--- src/tecg_pkg.sv ---
// Constants, field layouts and carrier types of the timer/event counter.
package tecg_pkg;

  // ****************************************
  // Word layout
  // ****************************************
  localparam int TECG_W = 24;
  localparam int RUN_BIT = 0;
  localparam int IRQ_EN_BIT = 1;
  localparam int FLIP_BIT = 2;
  localparam int MODE_LSB = 3;
  localparam int MODE_MSB = 5;
  localparam int GPIO_BIT = 6;
  localparam int FLAG_BIT = 7;
  localparam int DIR_BIT = 8;
  localparam int SAMPLE_BIT = 9;
  localparam int DRIVE_BIT = 10;
  localparam int RSVD_LSB = 11;

  // ****************************************
  // Word select codes
  // ****************************************
  localparam logic SEL_CTRL = 1'h0;
  localparam logic SEL_RELOAD = 1'h1;

  // ****************************************
  // Mode encodings
  // ****************************************
  localparam logic [2:0] MODE_TIMER = 3'h0;
  localparam logic [2:0] MODE_PULSE = 3'h1;
  localparam logic [2:0] MODE_TOGGLE = 3'h2;
  localparam logic [2:0] MODE_WIDTH = 3'h4;
  localparam logic [2:0] MODE_PERIOD = 3'h5;
  localparam logic [2:0] MODE_EXT_TIME = 3'h6;
  localparam logic [2:0] MODE_EXT_EVENT = 3'h7;

  // ****************************************
  // Reset values and timing counts
  // ****************************************
  localparam logic SAMPLE_RST = 1'h1;
  localparam logic [TECG_W-1:0] RELOAD_RST = 24'h0;
  localparam logic [1:0] PULSE_CYCLES = 2'h2;

  // ****************************************
  // Carrier types
  // ****************************************
  typedef struct packed {
    logic drive;
    logic dir;
    logic gpio;
    logic [2:0] mode;
    logic flip;
    logic irq_en;
    logic run;
  } tecg_ctrl_t;

  localparam tecg_ctrl_t CTRL_RST = '0;

  typedef struct packed {
    logic level;
    logic rise;
    logic fall;
  } tecg_pin_t;

endpackage : tecg_pkg

--- src/tecg_pin_sync.sv ---
// Pin synchroniser with edge detection for the timer pin.
`timescale 1ns/1ps
module tecg_pin_sync #(
  parameter int STAGES = 2
) (
  input wire logic sys_clk,
  input wire logic rst_n,
  input wire logic pin_in,
  output tecg_pkg::tecg_pin_t pin
);
  import tecg_pkg::*;

  generate
    if (STAGES < 2) begin : g_bad_stages
      $error("tecg_pin_sync needs at least two stages.");
    end
  endgenerate

  logic [STAGES-1:0] sync_r;
  logic prev_r;

  // The first stage feeds only the next stage.
  // The chain resets high, the level the sample bit shows after reset, so a pin
  // that idles high gives neither a sample glitch nor a false edge.
  always_ff @(posedge sys_clk or negedge rst_n) begin
    if (!rst_n) begin
      sync_r <= '1;
    end else begin
      sync_r <= {sync_r[STAGES-2:0], pin_in};
    end
  end

  always_ff @(posedge sys_clk or negedge rst_n) begin
    if (!rst_n) begin
      prev_r <= 1'h1;
    end else begin
      prev_r <= sync_r[STAGES-1];
    end
  end

  assign pin.level = sync_r[STAGES-1];
  assign pin.rise = sync_r[STAGES-1] & ~prev_r;
  assign pin.fall = ~sync_r[STAGES-1] & prev_r;

endmodule : tecg_pin_sync

--- src/tecg_timer.sv ---
// Timer/event counter with one general-purpose capable timer pin.
`timescale 1ns/1ps
module tecg_timer (
  input wire logic sys_clk,
  input wire logic rst_b,
  input wire logic soft_rst,
  input wire logic reg_sel,
  input wire logic reg_wr,
  input wire logic reg_rd,
  input wire logic [tecg_pkg::TECG_W-1:0] reg_wdata,
  output logic [tecg_pkg::TECG_W-1:0] reg_rdata,
  input wire logic irq_ack,
  output logic timer_irq,
  input wire logic timer_pin_in,
  output logic timer_pin_out,
  output logic timer_pin_oe
);
  import tecg_pkg::*;

  typedef enum logic {PW_WAIT, PW_COUNT} tecg_pw_t;

  // ****************************************
  // Reset release
  // ****************************************
  logic rst_meta_r;
  logic rst_sync_r;
  logic rst_n;

  always_ff @(posedge sys_clk or negedge rst_b) begin
    if (!rst_b) begin
      rst_meta_r <= 1'h0;
      rst_sync_r <= 1'h0;
    end else begin
      rst_meta_r <= 1'h1;
      rst_sync_r <= rst_meta_r;
    end
  end

  assign rst_n = rst_sync_r;

  // ****************************************
  // Pin input
  // ****************************************
  tecg_pin_t pin;

  tecg_pin_sync #(
    .STAGES(2)
  ) u_pin_sync (
    .sys_clk(sys_clk),
    .rst_n(rst_n),
    .pin_in(timer_pin_in),
    .pin(pin)
  );

  // ****************************************
  // Control word
  // ****************************************
  tecg_ctrl_t ctrl_r;
  tecg_ctrl_t wr_ctrl;
  logic wr_ctrl_en;
  logic wr_reload_en;
  logic rd_ctrl_en;
  logic start;

  assign wr_ctrl_en = reg_wr & (reg_sel == SEL_CTRL);
  assign wr_reload_en = reg_wr & (reg_sel == SEL_RELOAD);
  assign rd_ctrl_en = reg_rd & (reg_sel == SEL_CTRL);

  assign wr_ctrl.run = reg_wdata[RUN_BIT];
  assign wr_ctrl.irq_en = reg_wdata[IRQ_EN_BIT];
  assign wr_ctrl.flip = reg_wdata[FLIP_BIT];
  assign wr_ctrl.mode = reg_wdata[MODE_MSB:MODE_LSB];
  assign wr_ctrl.gpio = reg_wdata[GPIO_BIT];
  assign wr_ctrl.dir = reg_wdata[DIR_BIT];
  assign wr_ctrl.drive = reg_wdata[DRIVE_BIT];

  // A write that turns the run bit on loads the counter.
  assign start = wr_ctrl_en & wr_ctrl.run & ~ctrl_r.run;

  always_ff @(posedge sys_clk or negedge rst_n) begin
    if (!rst_n) begin
      ctrl_r <= CTRL_RST;
    end else if (soft_rst) begin
      ctrl_r <= CTRL_RST;
    end else if (wr_ctrl_en) begin
      ctrl_r <= wr_ctrl;
    end
  end

  // ****************************************
  // Half-rate tick
  // ****************************************
  logic half_r;
  logic tick;

  always_ff @(posedge sys_clk or negedge rst_n) begin
    if (!rst_n) begin
      half_r <= 1'h0;
    end else if (!ctrl_r.run || start) begin
      half_r <= 1'h0;
    end else begin
      half_r <= ~half_r;
    end
  end

  // Internal-clock modes advance on every second core clock.
  assign tick = half_r;

  // ****************************************
  // Edge and level selection
  // ****************************************
  logic sel_edge;
  logic enter_active;
  logic leave_active;

  assign sel_edge = ctrl_r.flip ? pin.fall : pin.rise;
  assign enter_active = ctrl_r.flip ? pin.fall : pin.rise;
  assign leave_active = ctrl_r.flip ? pin.rise : pin.fall;

  // ****************************************
  // Counter
  // ****************************************
  logic [TECG_W-1:0] cnt_r;
  logic [TECG_W-1:0] cnt_nxt;
  logic [TECG_W-1:0] reload_r;
  logic [TECG_W-1:0] cap_val;
  logic cap;
  logic hit;
  tecg_pw_t pw_r;
  tecg_pw_t pw_nxt;
  logic cnt_zero;

  assign cnt_zero = (cnt_r == '0);

  always_comb begin
    cnt_nxt = cnt_r;
    cap = 1'h0;
    cap_val = cnt_r;
    hit = 1'h0;
    pw_nxt = pw_r;
    if (start) begin
      pw_nxt = PW_WAIT;
      if (wr_ctrl.mode == MODE_EXT_TIME) begin
        cnt_nxt = ~reload_r;
      end else begin
        cnt_nxt = reload_r;
      end
    end else if (ctrl_r.run) begin
      case (ctrl_r.mode)
        MODE_TIMER, MODE_PULSE, MODE_TOGGLE: begin
          if (tick) begin
            if (cnt_zero) begin
              hit = 1'h1;
              cnt_nxt = reload_r;
            end else begin
              cnt_nxt = cnt_r - 24'h1;
            end
          end
        end
        MODE_WIDTH: begin
          case (pw_r)
            PW_WAIT: begin
              if (enter_active) begin
                cnt_nxt = '0;
                pw_nxt = PW_COUNT;
              end
            end
            PW_COUNT: begin
              if (leave_active) begin
                hit = 1'h1;
                cap = 1'h1;
                pw_nxt = PW_WAIT;
              end else if (tick) begin
                cnt_nxt = cnt_r + 24'h1;
              end
            end
            default: begin
              pw_nxt = PW_WAIT;
            end
          endcase
        end
        MODE_PERIOD: begin
          if (sel_edge) begin
            hit = 1'h1;
            cap = 1'h1;
          end
          if (tick) begin
            cnt_nxt = cnt_r + 24'h1;
          end
        end
        MODE_EXT_TIME: begin
          if (sel_edge) begin
            cnt_nxt = cnt_r + 24'h1;
            cap = 1'h1;
            cap_val = cnt_r + 24'h1;
            hit = cnt_zero;
          end
        end
        MODE_EXT_EVENT: begin
          if (sel_edge) begin
            if (cnt_zero) begin
              hit = 1'h1;
              cnt_nxt = reload_r;
            end else begin
              cnt_nxt = cnt_r - 24'h1;
            end
          end
        end
        default: begin
          cnt_nxt = cnt_r;
        end
      endcase
    end
  end

  always_ff @(posedge sys_clk or negedge rst_n) begin
    if (!rst_n) begin
      cnt_r <= '0;
      pw_r <= PW_WAIT;
    end else if (soft_rst) begin
      pw_r <= PW_WAIT;
    end else begin
      cnt_r <= cnt_nxt;
      pw_r <= pw_nxt;
    end
  end

  // Hardware capture wins over a software write in the same cycle.
  always_ff @(posedge sys_clk or negedge rst_n) begin
    if (!rst_n) begin
      reload_r <= RELOAD_RST;
    end else if (cap) begin
      reload_r <= cap_val;
    end else if (wr_reload_en) begin
      reload_r <= reg_wdata;
    end
  end

  // ****************************************
  // Zero flag and interrupt
  // ****************************************
  logic flag_r;
  logic irq_r;
  logic clr;

  assign clr = rd_ctrl_en | irq_ack;

  // A new event in the clearing cycle keeps the flag set.
  always_ff @(posedge sys_clk or negedge rst_n) begin
    if (!rst_n) begin
      flag_r <= 1'h0;
    end else if (soft_rst) begin
      flag_r <= 1'h0;
    end else begin
      flag_r <= hit | (flag_r & ~clr);
    end
  end

  always_ff @(posedge sys_clk or negedge rst_n) begin
    if (!rst_n) begin
      irq_r <= 1'h0;
    end else if (soft_rst) begin
      irq_r <= 1'h0;
    end else begin
      irq_r <= (hit & ctrl_r.irq_en) | (irq_r & ~clr);
    end
  end

  assign timer_irq = irq_r;

  // ****************************************
  // Pin output
  // ****************************************
  logic [1:0] pulse_cnt_r;
  logic toggle_r;
  logic gpio_mode;
  logic timer_out_mode;
  logic sample_r;
  logic pin_out_r;
  logic pin_oe_r;

  assign gpio_mode = ctrl_r.gpio & (ctrl_r.mode == MODE_TIMER);
  assign timer_out_mode = ctrl_r.run & ((ctrl_r.mode == MODE_PULSE) |
                                        (ctrl_r.mode == MODE_TOGGLE));

  always_ff @(posedge sys_clk or negedge rst_n) begin
    if (!rst_n) begin
      pulse_cnt_r <= '0;
    end else if (soft_rst || !ctrl_r.run) begin
      pulse_cnt_r <= '0;
    end else if (hit && ctrl_r.mode == MODE_PULSE) begin
      pulse_cnt_r <= PULSE_CYCLES;
    end else if (pulse_cnt_r != '0) begin
      pulse_cnt_r <= pulse_cnt_r - 2'h1;
    end
  end

  always_ff @(posedge sys_clk or negedge rst_n) begin
    if (!rst_n) begin
      toggle_r <= 1'h0;
    end else if (soft_rst || !ctrl_r.run) begin
      toggle_r <= 1'h0;
    end else if (hit && ctrl_r.mode == MODE_TOGGLE) begin
      toggle_r <= ~toggle_r;
    end
  end

  always_ff @(posedge sys_clk or negedge rst_n) begin
    if (!rst_n) begin
      pin_out_r <= 1'h0;
      pin_oe_r <= 1'h0;
    end else if (gpio_mode) begin
      pin_oe_r <= ctrl_r.dir;
      pin_out_r <= ctrl_r.drive ^ ctrl_r.flip;
    end else if (timer_out_mode) begin
      pin_oe_r <= 1'h1;
      if (ctrl_r.mode == MODE_PULSE) begin
        pin_out_r <= (pulse_cnt_r != '0) ^ ctrl_r.flip;
      end else begin
        pin_out_r <= toggle_r ^ ctrl_r.flip;
      end
    end else begin
      pin_oe_r <= 1'h0;
      pin_out_r <= 1'h0;
    end
  end

  assign timer_pin_out = pin_out_r;
  assign timer_pin_oe = pin_oe_r;

  // The sample follows the pin in every mode and direction.
  always_ff @(posedge sys_clk or negedge rst_n) begin
    if (!rst_n) begin
      sample_r <= SAMPLE_RST;
    end else if (soft_rst) begin
      sample_r <= SAMPLE_RST;
    end else begin
      sample_r <= pin.level ^ ctrl_r.flip;
    end
  end

  // ****************************************
  // Read path
  // ****************************************
  logic [TECG_W-1:0] ctrl_word;
  logic [TECG_W-1:0] rdata_r;

  always_comb begin
    ctrl_word = '0;
    ctrl_word[RUN_BIT] = ctrl_r.run;
    ctrl_word[IRQ_EN_BIT] = ctrl_r.irq_en;
    ctrl_word[FLIP_BIT] = ctrl_r.flip;
    ctrl_word[MODE_MSB:MODE_LSB] = ctrl_r.mode;
    ctrl_word[GPIO_BIT] = ctrl_r.gpio;
    ctrl_word[FLAG_BIT] = flag_r;
    ctrl_word[DIR_BIT] = ctrl_r.dir;
    ctrl_word[SAMPLE_BIT] = sample_r;
    ctrl_word[DRIVE_BIT] = ctrl_r.drive;
  end

  always_ff @(posedge sys_clk or negedge rst_n) begin
    if (!rst_n) begin
      rdata_r <= '0;
    end else if (reg_rd) begin
      if (reg_sel == SEL_CTRL) begin
        rdata_r <= ctrl_word;
      end else begin
        rdata_r <= reload_r;
      end
    end
  end

  assign reg_rdata = rdata_r;

endmodule : tecg_timer

--- config.mk ---
export PLATFORM = sky130hd
export DESIGN_NAME = tecg_timer
export DESIGN_NICKNAME = d
export VERILOG_FILES = /design/src/tecg_pkg.sv /design/src/tecg_pin_sync.sv /design/src/tecg_timer.sv
export SDC_FILE = /design/constraint.sdc
export NUM_CORES = 1
export LEC_CHECK = 0
export BUFFER_PORTS_ARGS = -buffer_cell sky130_fd_sc_hd__buf_4
export CORE_ASPECT_RATIO = 0.9
export CORE_UTILIZATION = 45
export DETAILED_ROUTE_END_ITERATION = 12
export PLACE_DENSITY = 0.65
export SLEW_MARGIN = 20
export SYNTH_ARGS = -nofsm -noshare
export SYNTH_HDL_FRONTEND = slang
export SYNTH_SLANG_ARGS = --single-unit
--- constraint.sdc ---
create_clock -name sys_clk -period 2.8 [get_ports sys_clk]
set_input_delay 0.14 -clock sys_clk [delete_from_list [all_inputs] [get_ports sys_clk]]
set_output_delay 0.14 -clock sys_clk [all_outputs]
set_load 0.05 [all_outputs]
==> flow_summary_export.csv <==
group,metric,value,unit
status,status,"finished clean",
global_routing,use_met3,5.407,%
routing,route.detailed.drc,0,
cells_and_area,diodes,0,
logic_synthesis,yosysWarnings,0,
sta,period_needed,2.675,ns
logic_synthesis,synth_top_family_by_area,"simple AND/OR/NAND/NOR gates",
logic_synthesis,ys_types,67,
sta,min_period_over_period,95.55,%
cells_and_area,drive_above_1_share,18.66,%
logic_synthesis,synth.top_cells.by_area,"dfrtp_1 (33%), xnor2_1 (6.2%), a21oi_1 (5.6%)",
floorplan,die_x,132.4,um
logic_synthesis,ys_ff_latch,96,
worst_setup_path,cp-end-kind,"flop",
worst_setup_path,slowest_stage,"or4b_1",
global_routing,grt_pass1_vias,6307,
sta,tightest_slew,0.8977,ns
cells_and_area,final_common_cell,"buf_4",
logic_synthesis,synth_compound_area_share,19.22,%
global_routing,use_met2,45.69,%
min_path,hold_class,"primary input to flop",
logic_synthesis,yosysSeqAreaShare,34.95,%
worst_setup_path,cp.depth,8,
floorplan,fp-row-count,42,
worst_setup_path,required,3.08,ns
worst_setup_path,slowest_delay,0.55,ns
routing,post_drt_via_cell_ratio,5.902,
logic_synthesis,synth_xor_area_share,11.57,%
floorplan,initial_core_util,46.48,%
floorplan,ios,59,
sta,max_slew_margin,39.93,%
sta,skew,0.007454,ns
logic_synthesis,avgSynthCellArea,8.047,um^2
placement,numPortBuffers,58,
cells_and_area,syn_to_final_growth,17.93,%
global_routing,overflow,0,
logic_synthesis,muxShareOfSynthArea,6.104,%
global_routing,met1_usage,37.44,%
clock_tree,clk_latency,0.36,ns
logic_synthesis,synthesis.nets,892,
clock_tree,cts_root_buf,"clkbuf_16",
routing,drt_first_pass_iters,7,
logic_synthesis,netlist_area,6888,um^2
clock_tree,cts_sinks,96,
worst_setup_path,critPathBufInv,2,
worst_setup_path,r2r.worst_path.cells,8,
global_routing,antenna_found_initial,0,
sta,setup_tns,0,ns
worst_setup_path,cp-start-kind,"flop",
global_routing,grt_max_degree,50,
worst_setup_path,critical_path_class,"flop to flop",
logic_synthesis,syn_inst,856,
clock_tree,clk_pin_slew_worst_paths,0.07,ns
logic_synthesis,synthAdderAreaFrac,0.7266,%
floorplan,die-area,15810,um^2
cells_and_area,finalNetCount,953,
routing,wire_per_inst,19.10,um
worst_setup_path,critPathArrivalTime,2.96,ns
cells_and_area,fill_cells,1410,
routing,initialDrtViolationCount,504,
routing,routed_wl,21390,um
job,cap_violations,0,
logic_synthesis,synthDominantCellAreaShare,33.42,%
power_and_ir_drop,ir_worst_vdd,0.2905,mV
cells_and_area,most-common-layout-cells,"buf_4 (127), dfrtp_1 (91), nand2_1 (86), a21oi_1 (77), nor2_1 (77)",
worst_setup_path,critPathMaxFanout,7,
placement,post-place-ws,0.1314,ns
global_routing,grt_usage,28.34,%
min_path,whs_path_depth,3,
worst_setup_path,path_cells,"or3_1 -> or4b_1 -> buf_4 -> or3_1 -> buf_4 -> nor2_1 -> o221ai_1 -> o21ai_1",
global_routing,grt_pass1_wl,34550,um
clock_tree,cts_tree,"yes",
sta,setup_ws,0.1247,ns
worst_setup_path,critPathTopFamily,"simple AND/OR/NAND/NOR gates",
clock_tree,cts_max_path_buffers,2,
logic_synthesis,synthArstFlopShare,100.0,%
routing,vias,6610,
logic_synthesis,ys.flop_type,"dfrtp_1",
clock_tree,post-cts-setup-buffer-count,0,
logic_synthesis,synthSimpleGateAreaFrac,21.60,%
logic_synthesis,synth-edff-count,0,
sta,max_freq,0.3738,GHz
global_routing,grt_busiest_layer,"met2",
clock_tree,cts_buffers,9,
power_and_ir_drop,power.density,639.2,nW/um^2
logic_synthesis,synth_largest_area_cell,"dfrtp_1",
floorplan,die_y,119.4,um
sta,setup-violations-final,0,
sta,hold_viol,0,
sta,rsz0062_at_grt,"false",
sta,slew_violations,0,
cells_and_area,post-route-util,54.81,%
placement,place_congestion,0.9402,
routing,drtAntennaViolNets,0,
power_and_ir_drop,totalPowerFinal,5192,uW
floorplan,coreArea,14820,um^2
clock_tree,htreeDepth,3,
power_and_ir_drop,leakage,0.003386,uW
placement,dpl.hpwl,15600,um
-- power by group --
| group | internal (uW) | switching [uW] | total [uW] |
|---|---|---|---|
| Sequential | 1610 | 219 | 1830 |
| Clock | 708 | 602 | 1310 |
| Combinational | 853 | 1200 | 2050 |
| Total | 3170 | 2020 | 5190 |
-- cell families after synthesis --
group / Yosys count
other: 1
adders and majority gates: 4
and+or+nand+nor: 305
AOI/OAI and AO/OA: 218
DFF: 96
muxes: 41
xor gates and xnor gates: 91
buffers and inverters: 100
-- cells in the mapped netlist, types with 5 or more instances --
cell	instances
nand3_1	37
nor2b_1	6
clkbuf_1	63
nand2_1	86
dfrtp_1	92
a31oi_1	11
o21ai_0	61
a21oi_1	77
nor2_1	77
nand4_1	11
or2_2	5
buf_1	9
o22ai_1	8
nand2b_1	10
buf_2	6
and3_1	10
xor2_1	42
o221ai_1	8
o211ai_1	6
inv_1	20
o31ai_1	5
nor3_1	21
nand3b_1	8
xnor2_1	49
nor4_1	12
mux2_2	8
mux2i_1	33
-- routing by layer --
metal	vias up	share of wire (%)
met3	50	6.5
met5	-	0
met1	3186	43
met4	0	3.3
met2	243	47
li1	3131	-
-- layout make-up --
| cell class | count | area [um^2] | share of cell area [%] |
|---|---|---|---|
| clock buffer | 10 | 229.0 | 2.819 |
| clock inverter | 6 | 76.32 | 0.9396 |
| inverter | 20 | 75.07 | 0.9242 |
| multi-input combinational | 660 | 4090 | 50.35 |
| sequential | 96 | 2411 | 29.68 |
| tap | 198 | 247.7 | 3.050 |
| timing repair buffer | 130 | 993.5 | 12.23 |
-- final timing paths --
check	startpoint	to	slack, ns
setup / recovery	cnt_r[5]	timer_irq	0.12
hold / removal	reg_wdata[1]	ctrl_r[1]	0.03
setup reg to reg	cnt_r[5]	timer_irq	0.12
hold reg to reg	rst_n	reg_rdata[23]	0.36
max in group asynchronous	rst_n	u_pin_sync.prev_r	1.70
min in group asynchronous	rst_b	rst_n	0.10
-- sequential cells by signal, indices dropped and copies added (netlist names) --
register,flops
pulse_cnt_r,2
rst_n,1
ctrl_r,9
u_pin_sync.prev_r,1
timer_pin_out,1
u_pin_sync.sync_r,2
reg_rdata,24
timer_pin_oe,1
reload_r,24
sample_r,1
timer_irq,1
half_r,1
toggle_r,1
flag_r,1
cnt_r,24
pw_r,1
rst_meta_r,1
-- worst min-delay path: stages --
cell and delay, ns:
buf_4 0.11, nand2_1 0.05, a21oi_1 0.05
-- repair_timing --
item / 4_1_cts / 5_1_grt
setup endpoints to repair: 0 / 1
hold buffers: 2 / 0
resized for setup: 0 / 1
endpoints found under the hold margin: 3 / 0
-- stage by stage --
| step | cell area, um^2 | instances | hold WS, ns |
|---|---|---|---|
| after global placement | 7796 | 1102 | -0.07608 |
| after CTS | 8122 | 1120 | 0.02150 |
| after floorplan | 6889 | 856 | -0.1556 |
| final | 8123 | 1120 | 0.02852 |
| after detailed placement | 7796 | 1102 | -0.07618 |
| after global routing | 8123 | 1120 | 0.03067 |
Power figures use the tool's default switching activity.
